File: config.mk
export PLATFORM = sky130hd
export DESIGN_NAME = bcd_adjust_and_bit_op_execution
export DESIGN_NICKNAME = d
export VERILOG_FILES = /design/src/logic/bcd_adjust_and_bit_op_execution.v /design/src/logic/bit_scan_unit.v
export VERILOG_INCLUDE_DIRS = /design/src /design/src/common
export SDC_FILE = /design/constraint.sdc
export NUM_CORES = 1
export LEC_CHECK = 0
export BUFFER_PORTS_ARGS = -buffer_cell sky130_fd_sc_hd__clkbuf_2
export CELL_PAD_IN_SITES_DETAIL_PLACEMENT = 0
export CELL_PAD_IN_SITES_GLOBAL_PLACEMENT = 2
export CORE_ASPECT_RATIO = 0.8
export CORE_MARGIN = 2
export CORE_UTILIZATION = 35
export DETAILED_ROUTE_END_ITERATION = 8
export GPL_TIMING_DRIVEN = 0
export PLACE_DENSITY = 0.84
export SLEW_MARGIN = 0
export SYNTH_ARGS = -nofsm -noshare
export SYNTH_HDL_FRONTEND = slang
export SYNTH_SLANG_ARGS = --single-unit
File: constraint.sdc
create_clock -name clock -period 8.4 [get_ports clock]
set_input_delay 0.84 -clock clock [delete_from_list [all_inputs] [get_ports clock]]
set_output_delay 0.84 -clock clock [all_outputs]
set_load 0.02 [all_outputs]
File: src/common/bcd_bitop_regs.vh
/*
  Constants for the decimal-adjust and bit-operation execution unit:
  opcode bytes, clock counts, flag bit positions, register offsets and
  reset values.
  Assumes it is included by bare name from the logic files.
*/
`ifndef BCD_BITOP_REGS_VH
`define BCD_BITOP_REGS_VH

// ==========================================================================
// Opcode bytes and ModRM subfield values
`define OP_ESCAPE 8'h0F
`define OP_DEC_ADD 8'h37
`define OP_DEC_SUB 8'h3F
`define OP_DEC_DIV 8'hD5
`define OP_DEC_MUL 8'hD4
`define OP_BASE_TEN 8'h0A
`define OP_PRIV_ADJ 8'h63
`define OP_LIMIT_CHK 8'h62
`define OP2_REWIND0 8'h3A
`define OP2_REWIND1 8'h3B
`define OP2_SCAN_LOW 8'hBC
`define OP2_SCAN_HIGH 8'hBD
`define OP2_BIT_IMM 8'hBA
`define OP2_BIT_CPL 8'hBB
`define OP2_BIT_CLR 8'hB3
`define SUB_BIT_CPL 3'h7
`define SUB_BIT_CLR 3'h6
`define SUB_BIT_SET 3'h5
`define MOD_REGISTER 2'h3

// ==========================================================================
// Clock counts, register or cache hit
`define CLK_DEC_ADD 6'h03
`define CLK_DEC_SUB 6'h03
`define CLK_DEC_DIV 6'h07
`define CLK_DEC_MUL 6'h13
`define CLK_PRIV_ADJ 6'h09
`define CLK_REWIND 6'h02
`define CLK_LIMIT_OUT 6'h08
`define CLK_LIMIT_IN 6'h07
`define CLK_SCAN_REG 6'h04
`define CLK_SCAN_LOW_MEM 6'h09
`define CLK_SCAN_HIGH_MEM 6'h0B
`define CLK_BIT_REG 6'h02
`define CLK_BIT_MEM 6'h08
`define CLK_ILLEGAL 6'h01

// ==========================================================================
// Flag bit positions within the 12-bit flag word
`define FLAG_CARRY 0
`define FLAG_PARITY 2
`define FLAG_AUX 4
`define FLAG_ZERO 6
`define FLAG_SIGN 7
`define FLAG_OVERFLOW 11

// ==========================================================================
// Register offsets, fields and reset values
`define REG_CONTROL 8'h00
`define REG_FLAGS 8'h04
`define REG_STATUS 8'h08
`define REG_RESULT 8'h0C
`define REG_LAST_COUNT 8'h10
`define CTRL_PROTECTED 0
`define STAT_BUSY 0
`define STAT_LIMIT_FAULT 1
`define STAT_ILLEGAL 2
`define CONTROL_RST 1'h0
`define FLAGS_RST 12'h000
`define RESULT_RST 32'h0000_0000

`endif

File: src/logic/bcd_adjust_and_bit_op_execution.v
/*
  Execution unit for the decimal-adjust group, privilege adjust, blitter
  pointer rewinds, array limit check, bit scans and bit test-and-modify.
  Assumes one core clock, operands valid beside the start pulse, and a
  plain register port with read data one cycle after the read strobe.
*/
// Design decisions made here: the address-and-strobe port and the register offsets.
// Behaviour
// - 37 decimal adjust after add, 3 clocks
// - 3F decimal adjust after subtract, 3 clocks
// - D5 0A adjust before divide, 7 clocks
// - D4 0A adjust after multiply, 19 clocks
// - 63 privilege adjust, zero flag, 9 clocks, protected mode only
// - 0F 3A rewinds blit buffer 0, 2 clocks
// - 0F 3B rewinds blit buffer 1, 2 clocks
// - 62 out of range raises interrupt 5, 8 clocks
// - 62 in range finishes in 7, flags kept
// - 0F BC lowest bit scan, 4 or 9+n
// - 0F BD highest bit scan, 4 or 11+n
// - test-and-complement BA/111 or BB, carry only
// - test-and-clear BA/110 or B3, carry only
// - test-and-set BA/101, 2 clocks, carry only
// - counts assume register or cache hit operands
// - opcodes hex, bracketed subfields binary
// - undefined flags may hold any value
`timescale 1ns/1ps
`default_nettype none
`include "bcd_bitop_regs.vh"

module bcd_adjust_and_bit_op_execution (
  input wire clock,
  input wire rst,
  input wire start,
  input wire [7:0] opcode0,
  input wire [7:0] opcode1,
  input wire [7:0] modrm,
  input wire [7:0] imm8,
  input wire [31:0] operand_a,
  input wire [31:0] operand_b,
  input wire [31:0] bound_lower,
  input wire [31:0] bound_upper,
  input wire [7:0] address,
  input wire [31:0] wdata,
  input wire wr,
  input wire rd,
  output reg [31:0] rdata,
  output wire busy,
  output reg done,
  output reg [31:0] result,
  output reg result_write,
  output wire [11:0] flags_out,
  output reg bound_fault,
  output reg blit_buffer0_pointer_rewind,
  output reg blit_buffer1_pointer_rewind,
  output reg illegal_opcode
);

  localparam ST_IDLE = 1'b0;
  localparam ST_EXEC = 1'b1;

  reg state_ff;
  reg [5:0] cnt_ff;
  reg [5:0] last_count_ff;
  reg protected_ff;
  reg [11:0] flags_ff;
  reg limit_fault_seen_ff;
  reg illegal_seen_ff;
  reg [31:0] pend_result_ff;
  reg [11:0] pend_flags_ff;
  reg pend_write_ff;
  reg pend_fault_ff;
  reg pend_rew0_ff;
  reg pend_rew1_ff;
  reg pend_illegal_ff;

  reg [31:0] nxt_result;
  reg [11:0] nxt_flags;
  reg [5:0] nxt_count;
  reg nxt_write;
  reg nxt_fault;
  reg nxt_rew0;
  reg nxt_rew1;
  reg nxt_illegal;

  wire scan_found;
  wire [4:0] scan_index;
  wire [5:0] scan_examined;
  wire [7:0] al = operand_a[7:0];
  wire [7:0] ah = operand_a[15:8];
  wire [15:0] ah_times_ten = ah * `OP_BASE_TEN;
  wire [7:0] aad_al = ah_times_ten[7:0] + al;
  wire [7:0] aam_ah = al / `OP_BASE_TEN;
  wire [7:0] aam_al = al % `OP_BASE_TEN;
  wire adj_needed = (al[3:0] > 4'h9) | flags_ff[`FLAG_AUX];
  wire mem_form = (modrm[7:6] != `MOD_REGISTER);
  wire bit_imm_form = (opcode1 == `OP2_BIT_IMM);
  wire [4:0] bit_idx = bit_imm_form ? imm8[4:0] : operand_b[4:0];
  wire [31:0] bit_mask = 32'h0000_0001 << bit_idx;
  wire tested_bit = operand_a[bit_idx];
  wire below_limit = $signed(operand_a) < $signed(bound_lower);
  wire above_limit = $signed(operand_a) > $signed(bound_upper);
  wire take = start & (state_ff == ST_IDLE);

  assign busy = (state_ff == ST_EXEC);
  assign flags_out = flags_ff;

  // ========================================================================
  // Bit scan helper
  bit_scan_unit #(
    .WIDTH(32)
  ) u_scan (
    .value(operand_b),
    .reverse(opcode1 == `OP2_SCAN_HIGH),
    .found(scan_found),
    .index(scan_index),
    .examined(scan_examined)
  );

  // ========================================================================
  // Decode and compute
  // Results are worked out at issue and held until the count expires, so
  // operands need only be valid beside the start pulse.
  // Undefined flags are simply left as they were, which software may not
  // rely on either way.
  always @* begin
    nxt_result = operand_a;
    nxt_flags = flags_ff;
    nxt_count = `CLK_ILLEGAL;
    nxt_write = 1'b0;
    nxt_fault = 1'b0;
    nxt_rew0 = 1'b0;
    nxt_rew1 = 1'b0;
    nxt_illegal = 1'b0;
    // Single-byte opcodes are matched as hex bytes, subfields as bit fields
    case (opcode0)
      `OP_DEC_ADD: begin
        nxt_count = `CLK_DEC_ADD;
        nxt_write = 1'b1;
        nxt_flags[`FLAG_AUX] = adj_needed;
        nxt_flags[`FLAG_CARRY] = adj_needed;
        if (adj_needed) nxt_result[15:0] = {ah + 8'h01, 4'h0, al[3:0] + 4'h6};
        else nxt_result[15:0] = {ah, 4'h0, al[3:0]};
      end
      `OP_DEC_SUB: begin
        nxt_count = `CLK_DEC_SUB;
        nxt_write = 1'b1;
        nxt_flags[`FLAG_AUX] = adj_needed;
        nxt_flags[`FLAG_CARRY] = adj_needed;
        if (adj_needed) nxt_result[15:0] = {ah - 8'h01, 4'h0, al[3:0] - 4'h6};
        else nxt_result[15:0] = {ah, 4'h0, al[3:0]};
      end
      `OP_DEC_DIV: begin
        if (opcode1 == `OP_BASE_TEN) begin
          nxt_count = `CLK_DEC_DIV;
          nxt_write = 1'b1;
          nxt_result[15:0] = {8'h00, aad_al};
          nxt_flags[`FLAG_SIGN] = aad_al[7];
          nxt_flags[`FLAG_ZERO] = (aad_al == 8'h00);
          nxt_flags[`FLAG_PARITY] = ~^aad_al;
        end else begin
          nxt_illegal = 1'b1;
        end
      end
      `OP_DEC_MUL: begin
        if (opcode1 == `OP_BASE_TEN) begin
          nxt_count = `CLK_DEC_MUL;
          nxt_write = 1'b1;
          nxt_result[15:0] = {aam_ah, aam_al};
          nxt_flags[`FLAG_SIGN] = aam_al[7];
          nxt_flags[`FLAG_ZERO] = (aam_al == 8'h00);
          nxt_flags[`FLAG_PARITY] = ~^aam_al;
        end else begin
          nxt_illegal = 1'b1;
        end
      end
      `OP_PRIV_ADJ: begin
        // Only a protected-mode figure exists, so real mode refuses it
        if (protected_ff) begin
          nxt_count = `CLK_PRIV_ADJ;
          nxt_flags[`FLAG_ZERO] = (operand_a[1:0] < operand_b[1:0]);
          nxt_write = (operand_a[1:0] < operand_b[1:0]);
          nxt_result[1:0] = operand_b[1:0];
        end else begin
          nxt_illegal = 1'b1;
        end
      end
      `OP_LIMIT_CHK: begin
        if (below_limit | above_limit) begin
          nxt_count = `CLK_LIMIT_OUT;
          nxt_fault = 1'b1;
        end else begin
          nxt_count = `CLK_LIMIT_IN;
        end
      end
      `OP_ESCAPE: begin
        case (opcode1)
          `OP2_REWIND0: begin
            nxt_count = `CLK_REWIND;
            nxt_rew0 = 1'b1;
          end
          `OP2_REWIND1: begin
            nxt_count = `CLK_REWIND;
            nxt_rew1 = 1'b1;
          end
          `OP2_SCAN_LOW, `OP2_SCAN_HIGH: begin
            // Register form is fixed, memory form grows with bits examined
            if (!mem_form) nxt_count = `CLK_SCAN_REG;
            else if (opcode1 == `OP2_SCAN_LOW) nxt_count = `CLK_SCAN_LOW_MEM + scan_examined;
            else nxt_count = `CLK_SCAN_HIGH_MEM + scan_examined;
            nxt_flags[`FLAG_ZERO] = ~scan_found;
            nxt_write = scan_found;
            nxt_result = {27'h0000000, scan_index};
          end
          `OP2_BIT_IMM: begin
            nxt_count = `CLK_BIT_REG;
            nxt_write = 1'b1;
            nxt_flags[`FLAG_CARRY] = tested_bit;
            case (modrm[5:3])
              `SUB_BIT_CPL: nxt_result = operand_a ^ bit_mask;
              `SUB_BIT_CLR: nxt_result = operand_a & ~bit_mask;
              `SUB_BIT_SET: nxt_result = operand_a | bit_mask;
              default: begin
                nxt_count = `CLK_ILLEGAL;
                nxt_write = 1'b0;
                nxt_flags = flags_ff;
                nxt_illegal = 1'b1;
              end
            endcase
          end
          `OP2_BIT_CPL, `OP2_BIT_CLR: begin
            nxt_count = mem_form ? `CLK_BIT_MEM : `CLK_BIT_REG;
            nxt_write = 1'b1;
            nxt_flags[`FLAG_CARRY] = tested_bit;
            if (opcode1 == `OP2_BIT_CPL) nxt_result = operand_a ^ bit_mask;
            else nxt_result = operand_a & ~bit_mask;
          end
          default: begin
            nxt_illegal = 1'b1;
          end
        endcase
      end
      default: begin
        nxt_illegal = 1'b1;
      end
    endcase
  end

  // ========================================================================
  // Sequencer
  // The count is a register-or-cache-hit figure; miss stretching belongs to
  // the memory side, which holds start off until the operand is here.
  always @(posedge clock or posedge rst) begin
    if (rst) begin
      state_ff <= ST_IDLE;
      cnt_ff <= 6'h00;
      last_count_ff <= 6'h00;
      pend_result_ff <= `RESULT_RST;
      pend_flags_ff <= `FLAGS_RST;
      pend_write_ff <= 1'b0;
      pend_fault_ff <= 1'b0;
      pend_rew0_ff <= 1'b0;
      pend_rew1_ff <= 1'b0;
      pend_illegal_ff <= 1'b0;
    end else begin
      case (state_ff)
        ST_IDLE: begin
          if (take) begin
            state_ff <= ST_EXEC;
            cnt_ff <= nxt_count - 6'h01;
            last_count_ff <= nxt_count;
            pend_result_ff <= nxt_result;
            pend_flags_ff <= nxt_flags;
            pend_write_ff <= nxt_write;
            pend_fault_ff <= nxt_fault;
            pend_rew0_ff <= nxt_rew0;
            pend_rew1_ff <= nxt_rew1;
            pend_illegal_ff <= nxt_illegal;
          end
        end
        ST_EXEC: begin
          if (cnt_ff == 6'h00) state_ff <= ST_IDLE;
          else cnt_ff <= cnt_ff - 6'h01;
        end
        default: begin
          state_ff <= ST_IDLE;
        end
      endcase
    end
  end

  wire finish = (state_ff == ST_EXEC) && (cnt_ff == 6'h00);

  // ========================================================================
  // Completion pulses one cycle after the last counted clock; result holds until the next write
  always @(posedge clock or posedge rst) begin
    if (rst) begin
      done <= 1'b0;
      result <= `RESULT_RST;
      result_write <= 1'b0;
      bound_fault <= 1'b0;
      blit_buffer0_pointer_rewind <= 1'b0;
      blit_buffer1_pointer_rewind <= 1'b0;
      illegal_opcode <= 1'b0;
    end else begin
      done <= finish;
      result_write <= finish & pend_write_ff;
      bound_fault <= finish & pend_fault_ff;
      blit_buffer0_pointer_rewind <= finish & pend_rew0_ff;
      blit_buffer1_pointer_rewind <= finish & pend_rew1_ff;
      illegal_opcode <= finish & pend_illegal_ff;
      if (finish & pend_write_ff) result <= pend_result_ff;
    end
  end

  // ========================================================================
  // Register file
  // A finishing instruction beats a software flag write in the same cycle,
  // and a sticky event beats its own clear.
  always @(posedge clock or posedge rst) begin
    if (rst) begin
      protected_ff <= `CONTROL_RST;
      flags_ff <= `FLAGS_RST;
      limit_fault_seen_ff <= 1'b0;
      illegal_seen_ff <= 1'b0;
    end else begin
      if (wr && address == `REG_CONTROL) protected_ff <= wdata[`CTRL_PROTECTED];
      if (finish) flags_ff <= pend_flags_ff;
      else if (wr && address == `REG_FLAGS) flags_ff <= wdata[11:0];
      if (finish & pend_fault_ff) limit_fault_seen_ff <= 1'b1;
      else if (wr && address == `REG_STATUS && wdata[`STAT_LIMIT_FAULT]) limit_fault_seen_ff <= 1'b0;
      if (finish & pend_illegal_ff) illegal_seen_ff <= 1'b1;
      else if (wr && address == `REG_STATUS && wdata[`STAT_ILLEGAL]) illegal_seen_ff <= 1'b0;
    end
  end

  // Read data stands only in the cycle after the strobe; unmapped reads zero
  always @(posedge clock or posedge rst) begin
    if (rst) begin
      rdata <= 32'h0000_0000;
    end else if (rd) begin
      case (address)
        `REG_CONTROL: rdata <= {31'h00000000, protected_ff};
        `REG_FLAGS: rdata <= {20'h00000, flags_ff};
        `REG_STATUS: rdata <= {29'h00000000, illegal_seen_ff, limit_fault_seen_ff, busy};
        `REG_RESULT: rdata <= result;
        `REG_LAST_COUNT: rdata <= {26'h0000000, last_count_ff};
        default: rdata <= 32'h0000_0000;
      endcase
    end else begin
      rdata <= 32'h0000_0000;
    end
  end

endmodule // bcd_adjust_and_bit_op_execution

`default_nettype wire

File: src/logic/bit_scan_unit.v
/*
  Finds the lowest or highest set bit of a word and reports how many bit
  positions were examined before the scan stopped.
  Assumes a purely combinational use by the execution unit.
*/
`timescale 1ns/1ps
`default_nettype none

module bit_scan_unit #(
  parameter WIDTH = 32
) (
  input wire [WIDTH-1:0] value,
  input wire reverse,
  output reg found,
  output reg [4:0] index,
  output reg [5:0] examined
);

  integer i;

  // ========================================================================
  // Scan
  // Loop order makes the last hit win: descending for lowest, ascending for highest
  always @* begin
    found = |value;
    index = 5'h00;
    if (reverse) begin
      for (i = 0; i < WIDTH; i = i + 1) begin
        if (value[i]) index = i[4:0];
      end
    end else begin
      for (i = WIDTH - 1; i >= 0; i = i - 1) begin
        if (value[i]) index = i[4:0];
      end
    end
    // A zero word is examined in full
    if (!found) examined = WIDTH[5:0];
    else if (reverse) examined = WIDTH[5:0] - {1'b0, index};
    else examined = {1'b0, index} + 6'h01;
  end

endmodule // bit_scan_unit

`default_nettype wire

Word-level counts from Yosys, hierarchy flattened. Cells that the tools add are included.

Output and inout bits: 83. Logic and storage cells: 241. Register bits: 147. Input bits: 205.

Divide/modulo/power cells: 2. Multiply operators: 1. Bitwise logic cells: 14. Order comparisons: 5. $add $sub $neg: 11. Equality and inequality tests: 25. Muxes and demuxes: 134. Reductions and logical operators: 26. Shifts and indexed selects: 1.

Operators by type and width (number): 5-bit 2-to-1 mux (51); 32-bit case mux with 3 select lines (2); 32-bit case mux with 5 select lines (1); 16-bit 2-to-1 mux (5); 14-bit case mux with 5 select lines (1); 32-bit 2-to-1 mux (2); 8-bit == test (second input constant) (7); 4-bit 2-to-1 mux (12); 6-bit 2-to-1 mux (6); 6-bit case mux with 6 select lines (1); 32-bit bitwise AND (1); 8-bit by 4-bit == test with 1-bit output (second input constant) (4); 8-bit by 6-bit == test with 1-bit output (second input constant) (4); 32-bit > comparator (1); 32-bit less-than comparator (1); 32-bit NOT (1); 32-bit bitwise OR (1); 32-bit OR reduction (1); 1-bit by 5-bit left shift with 32-bit output (first input constant) (1); 32-bit XOR (1); 8-bit zero test (3); 1-bit 2-to-1 mux (24); 12-bit 2-to-1 mux (2); 6-bit case mux with 4 select lines (1); 39 further kinds (85).

Depth between registers and ports, before layout. Gate-level depths: netlist (run 1).

Depth after elaboration: 44. Gate-level depth with buffers: 22. Depth with buffers taken out: 21.

Cells and area by module. A second synthesis (run 1) with hierarchy kept.

Cells, all modules: 1780. Area, all modules: 14243.7 um^2.

By module, submodules not included: bcd_adjust_and_bit_op_execution (area an instance 13360.3 um^2, seq. area each 3678.5 um^2, cells an instance 1631, instances 1); bit_scan_unit (area an instance 883.3 um^2, seq. area each 0.0 um^2, cells an instance 149, instances 1).

Worst setup path before layout (run 1). No wires, ideal clock.

Path type: input to register. From: input port operand_b[18]. To: register cnt_ff[4]. Data arrival time: 4.580 ns. Setup slack: 3.748 ns. Buffers on the path: 1. Required time: 8.328 ns. Setup time: 0.072 ns. Cell stages on the path: 17. Cells stage by stage: or4_4 > or4_4 > or3_1 > buf_6 > and2_2 > fa_1 > nand3_1 > o221a_2 > a21oi_1 > or2_2 > o31ai_1 > ha_1 > nand2_1 > xor2_1 > nand2_1 > o221ai_1 > nor2_1.

Cells in the longest elaborated chain, start to end: 31. Elaborated cells on any way between the ends: 48. Those cells by class: add/sub: 5; mux: 42; reduce/logical: 1.

Ends and longest elaborated chain: from (decl) (line bcd_adjust_and_bit_op_execution.v:39) `input wire [31:0] operand_b,`; 5-bit 2-to-1 mux (19 in series) (line bit_scan_unit.v:33) `if (value[i]) index = i[4:0];`; 5-bit 2-to-1 mux (line bit_scan_unit.v:27) `if (reverse) begin`; 6-bit by 5-bit subtractor with 6-bit output or 5-bit by 1-bit adder with 6-bit output (tied branches) (line bit_scan_unit.v:38, bit_scan_unit.v:39); 6-bit 2-to-1 mux (line bit_scan_unit.v:38) `else if (reverse) examined = WIDTH[5:0] - {1'b0, index};`; 6-bit 2-to-1 mux (*) (line bit_scan_unit.v:37) `if (!found) examined = WIDTH[5:0];`; 4-bit by 6-bit adder with 6-bit output (no line); 6-bit 2-to-1 mux (*) (line bcd_adjust_and_bit_op_execution.v:208) `` else if (opcode1 == `OP2_SCAN_LOW) nxt_count = `CLK_SCAN_LOW_MEM + scan_examined; ``; 6-bit 2-to-1 mux (*) (line bcd_adjust_and_bit_op_execution.v:207) `` if (!mem_form) nxt_count = `CLK_SCAN_REG; ``; 6-bit case mux with 4 select lines (*) (line bcd_adjust_and_bit_op_execution.v:196) `case (opcode1)`; 6-bit case mux with 6 select lines (*) (line bcd_adjust_and_bit_op_execution.v:135) `case (opcode0)`; 6-bit by 1-bit subtractor with 6-bit output (*) (line bcd_adjust_and_bit_op_execution.v:269) `cnt_ff <= nxt_count - 6'h01;`; 6-bit 2-to-1 mux (*) (line bcd_adjust_and_bit_op_execution.v:267) `if (take) begin`; 6-bit case mux with 2 select lines (*) (line bcd_adjust_and_bit_op_execution.v:265) `case (state_ff)`; to (signal assigned) (line bcd_adjust_and_bit_op_execution.v:269); to (signal assigned) (line bcd_adjust_and_bit_op_execution.v:282) `else cnt_ff <= cnt_ff - 6'h01;`; to (decl) (line bcd_adjust_and_bit_op_execution.v:62) `reg [5:0] cnt_ff;`.

Mark *: on every way between the ends. The rest lies on a longest branch, timed or not. The select of a mux whose other input is x is not followed. A chain may end at the register's enable or synchronous reset.

Worst setup path after layout (run 1).
From: input port operand_a[1]. To: register pend_flags_ff[6].

Cells in the longest elaborated chain, start to end: 4. Elaborated cells on any way between the ends: 9. Those cells by class: add/sub: 1; div: 1; order compare: 1; mux: 4; reduce/logical: 2.

Ends and longest elaborated chain: from (decl) (line bcd_adjust_and_bit_op_execution.v:38) `input wire [31:0] operand_a,`; 8-bit by 4-bit modulo with 8-bit output (no line) or 8-bit adder (tied branches); 8-bit zero test, on equally long branches (line bcd_adjust_and_bit_op_execution.v:170, bcd_adjust_and_bit_op_execution.v:158); 2-bit 2-to-1 mux, on equally long branches (line bcd_adjust_and_bit_op_execution.v:165, bcd_adjust_and_bit_op_execution.v:153); 1-bit case mux with 4 select lines (*) (line bcd_adjust_and_bit_op_execution.v:135); to (signal assigned) (line bcd_adjust_and_bit_op_execution.v:258) `` pend_flags_ff <= `FLAGS_RST; ``; to (signal assigned) (line bcd_adjust_and_bit_op_execution.v:272) `pend_flags_ff <= nxt_flags;`; to (decl) (line bcd_adjust_and_bit_op_execution.v:69) `reg [11:0] pend_flags_ff;`.

Mark *: on every way between the ends. The rest lies on a longest branch, timed or not.

==> impl_metrics.ini, run 1 <==
[floorplanning]
start_util_pct = 35.8
placeableCoreArea_mm2 = 0.0373
dieArea_mm2 = 0.0397
die_y_um = 179
row_count = 63
pin_count = 288
fp.dieW_um = 222

[synth]
yosysSeqAreaShare_pct = 27.6
synth_ff_type = dfrtp_1
yosys_register_bits = 147
synth.distinct_cells = 85
yosysTopAreaCellShare_pct = 27.6
ys_top_cells_by_area = dfrtp_1, ha_1, nand2_1
yosys-top-cells-count = nand2_1, nor2_1, ha_1
synthArstFlopShare_pct = 100
synth_edf_count = 0
yosys.area.top_type = dfrtp_1
synth_warnings = 0
avgSynthCellArea_um2 = 8.15
synth_most_common_cell = nand2_1
synth.net_count = 2005
synthCells = 1637
syn_area_mm2 = 0.0133

[timing]
grt_setup_unrepaired = false
tns_ps = 0
slew_headroom_pct = 23.8
fmax_mhz = 177
fin_skew_ps = 14.6
worst_pin_slew_ps = 1140
setup_violations = 0
period_share_pct = 67.4
drv_slew = 0
post-route-min-period_ps = 5660
finalHoldViolCount = 0

[cts]
postCtsSetupBuffers = 0
ctsHoldBuffers = 0
clk_pin_slew_ps = 60
clockBufferDepth = 2
clk_latency_ps = 410
cts_made_buffers = 17
post_cts_resized = 0
cts.sinks = 147
cts_max_level = 4
cts_tree = yes
cts_root_buf = clkbuf_16

[global_routing]
grt_pass1_wl_mm = 75.2
grt_pass1_vias = 12900
grt_max_degree = 77
track_usage_pct = 24.3
grt-ovfl-total = 0
antenna_found_initial = 1

[placement]
place_congestion = 0.942
numPortBuffers = 256
dp_hpwl_mm = 39.9

[detailed_routing]
drt-vias-per-instance = 5.57
drc = 0
first_pass_iters = 5
initialDrtViolationCount = 1050
wl_per_cell_um = 20.3
antenna_left = 0
vias = 13400
wirelength_mm = 48.9

[layout]
utilization_pct = 42.5
syn2layout_area_growth_pct = 18.7
regArea_mm2 = 0.00368
drive_gt1_share_pct = 19.7
finish.net_count = 2281
multi_input_area_mm2 = 0.00882
n_fill_cell = 3860

[min_path]
hp-class = flop to flop

[critical_path]
crit_fanout = 13
worstSetupPathType = primary input to flop
required_ps = 8650
crit_arrival_ps = 5910
cp-start-kind = primary input
endpoint_kind = flop

[job]
cap_violations = 0

[pwr]
p_leak_uw = 0.00761
power_density_mw_per_mm2 = 169
vdd_drop_max_v = 0.000122

[run_status]
status = finished, final reports clean
worst max-delay path, stage by stage:
cell,delay (ps)
clkbuf_2,350
clkinv_1,510
ha_1,410
nor4b_1,270
mux2i_1,120
a211oi_1,330
a31o_2,240
nand3_1,250
o211a_1,410
a211oi_2,310
mux2_2,410
ha_1,180
nand4_1,100
nor2_1,50
a2111oi_0,930
o21ai_0,170
layout by cell type, fill, tap and decap left out, types with 30 or more instances in the layout:
cell type    n
a21oi_1     97
a221oi_1    34
and2_1      30
clkbuf_1    55
clkbuf_2   257
dfrtp_1    147
ha_1       160
inv_1      124
mux2_2      43
mux2i_1     33
nand2_1    184
nand3_1     39
nor2_1     161
nor3_1      35
o21ai_0     94
metrics by stage:
stage / worst slack, ps / area, um^2 / hold WS [ps] / power, uW / instances
5_1_grt: 2330 / 15800 / 501 / 2860 / 2412
2_1_floorplan: 3610 / 13300 / 435 / 1610 / 1637
3_3_place_gp: 2010 / 15200 / 458 / 1930 / 2380
6_report: 2740 / 15800 / 473 / 2670 / 2413
3_5_place_dp: 2540 / 15300 / 463 / 1960 / 2381
4_1_cts: 2930 / 15800 / 477 / 2680 / 2412
layer usage:
layer | part of all wire (%) | wire (um) | track usage (%)
met3 | 6.1 | 2980 | 3.00
met1 | 50 | 24600 | 36.9
met2 | 42 | 20500 | 36.7
met5 | 0 | 0 | 0
met4 | 1.7 | 822 | 5.51
area by class of cell:
class,count,share of cell area [%]
Multi-Input combinational cell,1284,55.7
Sequential cell,147,23.2
Timing Repair Buffer,257,8.26
Tap cell,487,3.85
Inverter,128,3.06
Clock buffer,21,2.91
Buffer,78,2.35
Clock inverter,10,0.640
Antenna cell,1,0.0158
kinds of logic after synthesis:
family / after synthesis / synth area share (%)
AOI/OAI and AO/OA: 418 / 20.9
xor gates and xnor gates: 30 / 1.97
adders and majority gates: 166 / 15.7
buffers and inverters: 206 / 6.38
DFF: 147 / 27.6
muxes: 77 / 6.27
and+or+nand+nor: 593 / 21.3
power breakdown:
part / internal (uW) / switching [uW] / total [uW]
clock: 424 / 291 / 715
sequential: 869 / 123 / 992
combinational: 388 / 577 / 965
total: 1680 / 991 / 2670
state kept, by name, summed over array words and instances, names as in the netlist, 6 cells and up:
register	flops
cnt_ff	6
flags_out	12
last_count_ff	6
pend_flags_ff	12
pend_result_ff	32
rdata	32
result	32
worst paths after layout:
| kind | end | slack [ps] | depth (start not counted) | start |
|---|---|---|---|---|
| hold / removal | pend_fault_ff | 470 | 2 | pend_fault_ff |
| max in group asynchronous | blit_buffer0_pointer_rewind | 7040 | 3 | rst |
| min in group asynchronous | rdata[20] | 530 | 2 | rst |
| setup reg to reg | result[27] | 5140 | 8 | busy |
| hold reg to reg | pend_fault_ff | 470 | 2 | pend_fault_ff |
| setup / recovery | pend_flags_ff[6] | 2740 | 16 | operand_a[1] |
(Power assumes the default switching activity.)
==> run 2: changes to the inputs <==
- CORE_UTILIZATION: 35 -> 29
- PLACE_DENSITY: 0.84 -> 0.74
- clock period: 8.4 -> 4.6 ns (I/O delays scaled with it)
==> impl_metrics.ini, run 2 (same netlist as run 1, synthesis figures left out) <==
[run_status]
status = finished, final reports clean

[timing]
slew_headroom_pct = 22.8
fmax_mhz = 229
drv_slew = 0
worst_pin_slew_ps = 1150
post-route-min-period_ps = 4370
setup_violations = 0
hold_ws_ps = 145
finalHoldViolCount = 0
grt_setup_unrepaired = false
period_share_pct = 95.0
fin_skew_ps = 9.15

[layout]
finish.net_count = 2285
final_cell_mix = clkbuf_2, nand2_1, nor2_1
final_common_cell = clkbuf_2
n_fill_cell = 4875
diodes = 0
syn2layout_area_growth_pct = 21.1
drive_gt1_share_pct = 21.1
utilization_pct = 35.5
largestRegisters = pend_result_ff: 32 flops, rdata: 32 flops, result: 32 flops

[pwr]
swShare_pct = 37.6
p_clk_share_pct = 28.0
p_leak_uw = 0.00771
p_switching_uw = 1880
seqPwrFrac_pct = 36.2
power_density_mw_per_mm2 = 309
comb_power_share_pct = 35.8
p_int_uw = 3120
vdd_drop_max_v = 0.000280

[critical_path]
endpoint_kind = flop
critical_path.top_delay_family = compound AO/OA/AOI/OAI gates
critPathMaxStageDelay_ps = 410
crit_arrival_ps = 4720
path_buf_inv = 3
worstSetupPathType = primary input to flop
cp-start-kind = primary input
required_ps = 4950
cpMaxStageDelayCell = mux2_2
path_cells = clkbuf_2 > buf_2 > clkbuf_2 > nor2_1 > nor2_1 > a32o_1 > maj3_1 > a311o_1 > and4_1 > a211oi_2 > mux2_2 > ha_1 > xnor2_1 > xnor2_1 > nor2_1 > a211oi_2 > a21oi_1 > o21ai_0
crit_fanout = 10
cp_common_cell = nor2_1

[floorplanning]
pin_count = 288
fp.dieW_um = 244
row_count = 70
dieArea_mm2 = 0.0478
start_util_pct = 29.3
die_y_um = 196
placeableCoreArea_mm2 = 0.0455

[cts]
clk_pin_slew_ps = 70
clockBufferDepth = 2
cts_root_buf = clkbuf_16
ctsHoldBuffers = 0
cts_made_buffers = 17
cts.sinks = 147
clk_latency_ps = 430
cts_max_level = 4
cts_tree = yes

[detailed_routing]
initialDrtViolationCount = 822
wirelength_mm = 51.1
drt-vias-per-instance = 5.29
first_pass_iters = 8
wl_per_cell_um = 20.1
antenna_left = 0
vias = 13400
drc = 0

[global_routing]
grt_util_met2_pct = 31.0
grt_pass1_wl_mm = 78.4
antenna_found_initial = 0
use_met3_pct = 2.91
track_usage_pct = 21.1
grt_pass1_vias = 12900
grt-ovfl-total = 0
grt_max_degree = 76
grt_busiest_layer = met1
grtUsageMet1_pct = 32.7

[placement]
numPortBuffers = 256
place_congestion = 0.904
dp_hpwl_mm = 42.1

[job]
cap_violations = 0

[min_path]
hp-class = primary input to async pin
==> run 2: changes by cell type in the layout (fill, tap and decap cells not counted), sizes merged <==
cell,before,now
clkinv,3,6
clkbuf,331,326
buf,24,29
clkinvlp,6,3
diode,1,0
inv,128,132
bufinv,1,2
==> run 2: power by group through the flow <==
stage	Combinational, uW	Clock (uW)	Sequential [uW]
3_3_place_gp	1740	0	1820
2_1_floorplan	1150	0	1790
5_1_grt	2010	1490	1850
6_report	1790	1400	1810
3_5_place_dp	1780	0	1830
4_1_cts	1790	1430	1810
==> run 2: metal layers <==
metal,share of wire [%],routed length [um],vias to the layer above
met5,0,0,-
met4,1.4,700,0
met3,5.3,2690,36
met2,42,21500,413
met1,51,26300,6497
li1,-,-,6499
==> run 2: worst paths after layout <==
check                                    endpoint  depth (start not counted)  slack, ps               from
worst min register to register  pend_flags_ff[10]                          2        480  pend_flags_ff[10]
max in group asynchronous                rdata[2]                          3       3650                rst
min in group clock                   protected_ff                          2        330           wdata[0]
worst min-delay path                    rdata[18]                          2        140                rst
worst max register to register          result[0]                          8       1240               busy
worst max-delay path             pend_flags_ff[2]                         18        230       operand_a[5]
==> run 2: layout make-up <==
class,count,area [um^2],share of cell area (%)
Inverter,128,490,3.03
Clock buffer,17,425,2.63
Multi-Input combinational cell,1284,8910,55.1
Clock inverter,15,174,1.08
Buffer,77,370,2.29
Tap cell,612,766,4.74
Sequential cell,147,3680,22.8
Timing Repair Buffer,262,1350,8.34
==> run 2: repair_timing <==
| item | CTS | global route |
|---|---|---|
| endpoints found under the setup margin | 7 | 9 |
| setup buffers | 2 | 3 |
| pin swaps | 0 | 3 |
| gates resized for setup | 12 | 14 |
==> run 2: stage by stage <==
step	TNS, ps	total power, uW	setup WS (ps)	cell area (um^2)	instances
after floorplan	0	2940	189	13300	1637
after global placement	-239550	3560	-1580	15400	2505
after detailed placement	-9480	3610	-1040	15400	2506
after CTS	0	5030	89.4	16100	2540
after global routing	0	5350	9.34	16200	2542
final	0	5000	231	16200	2542
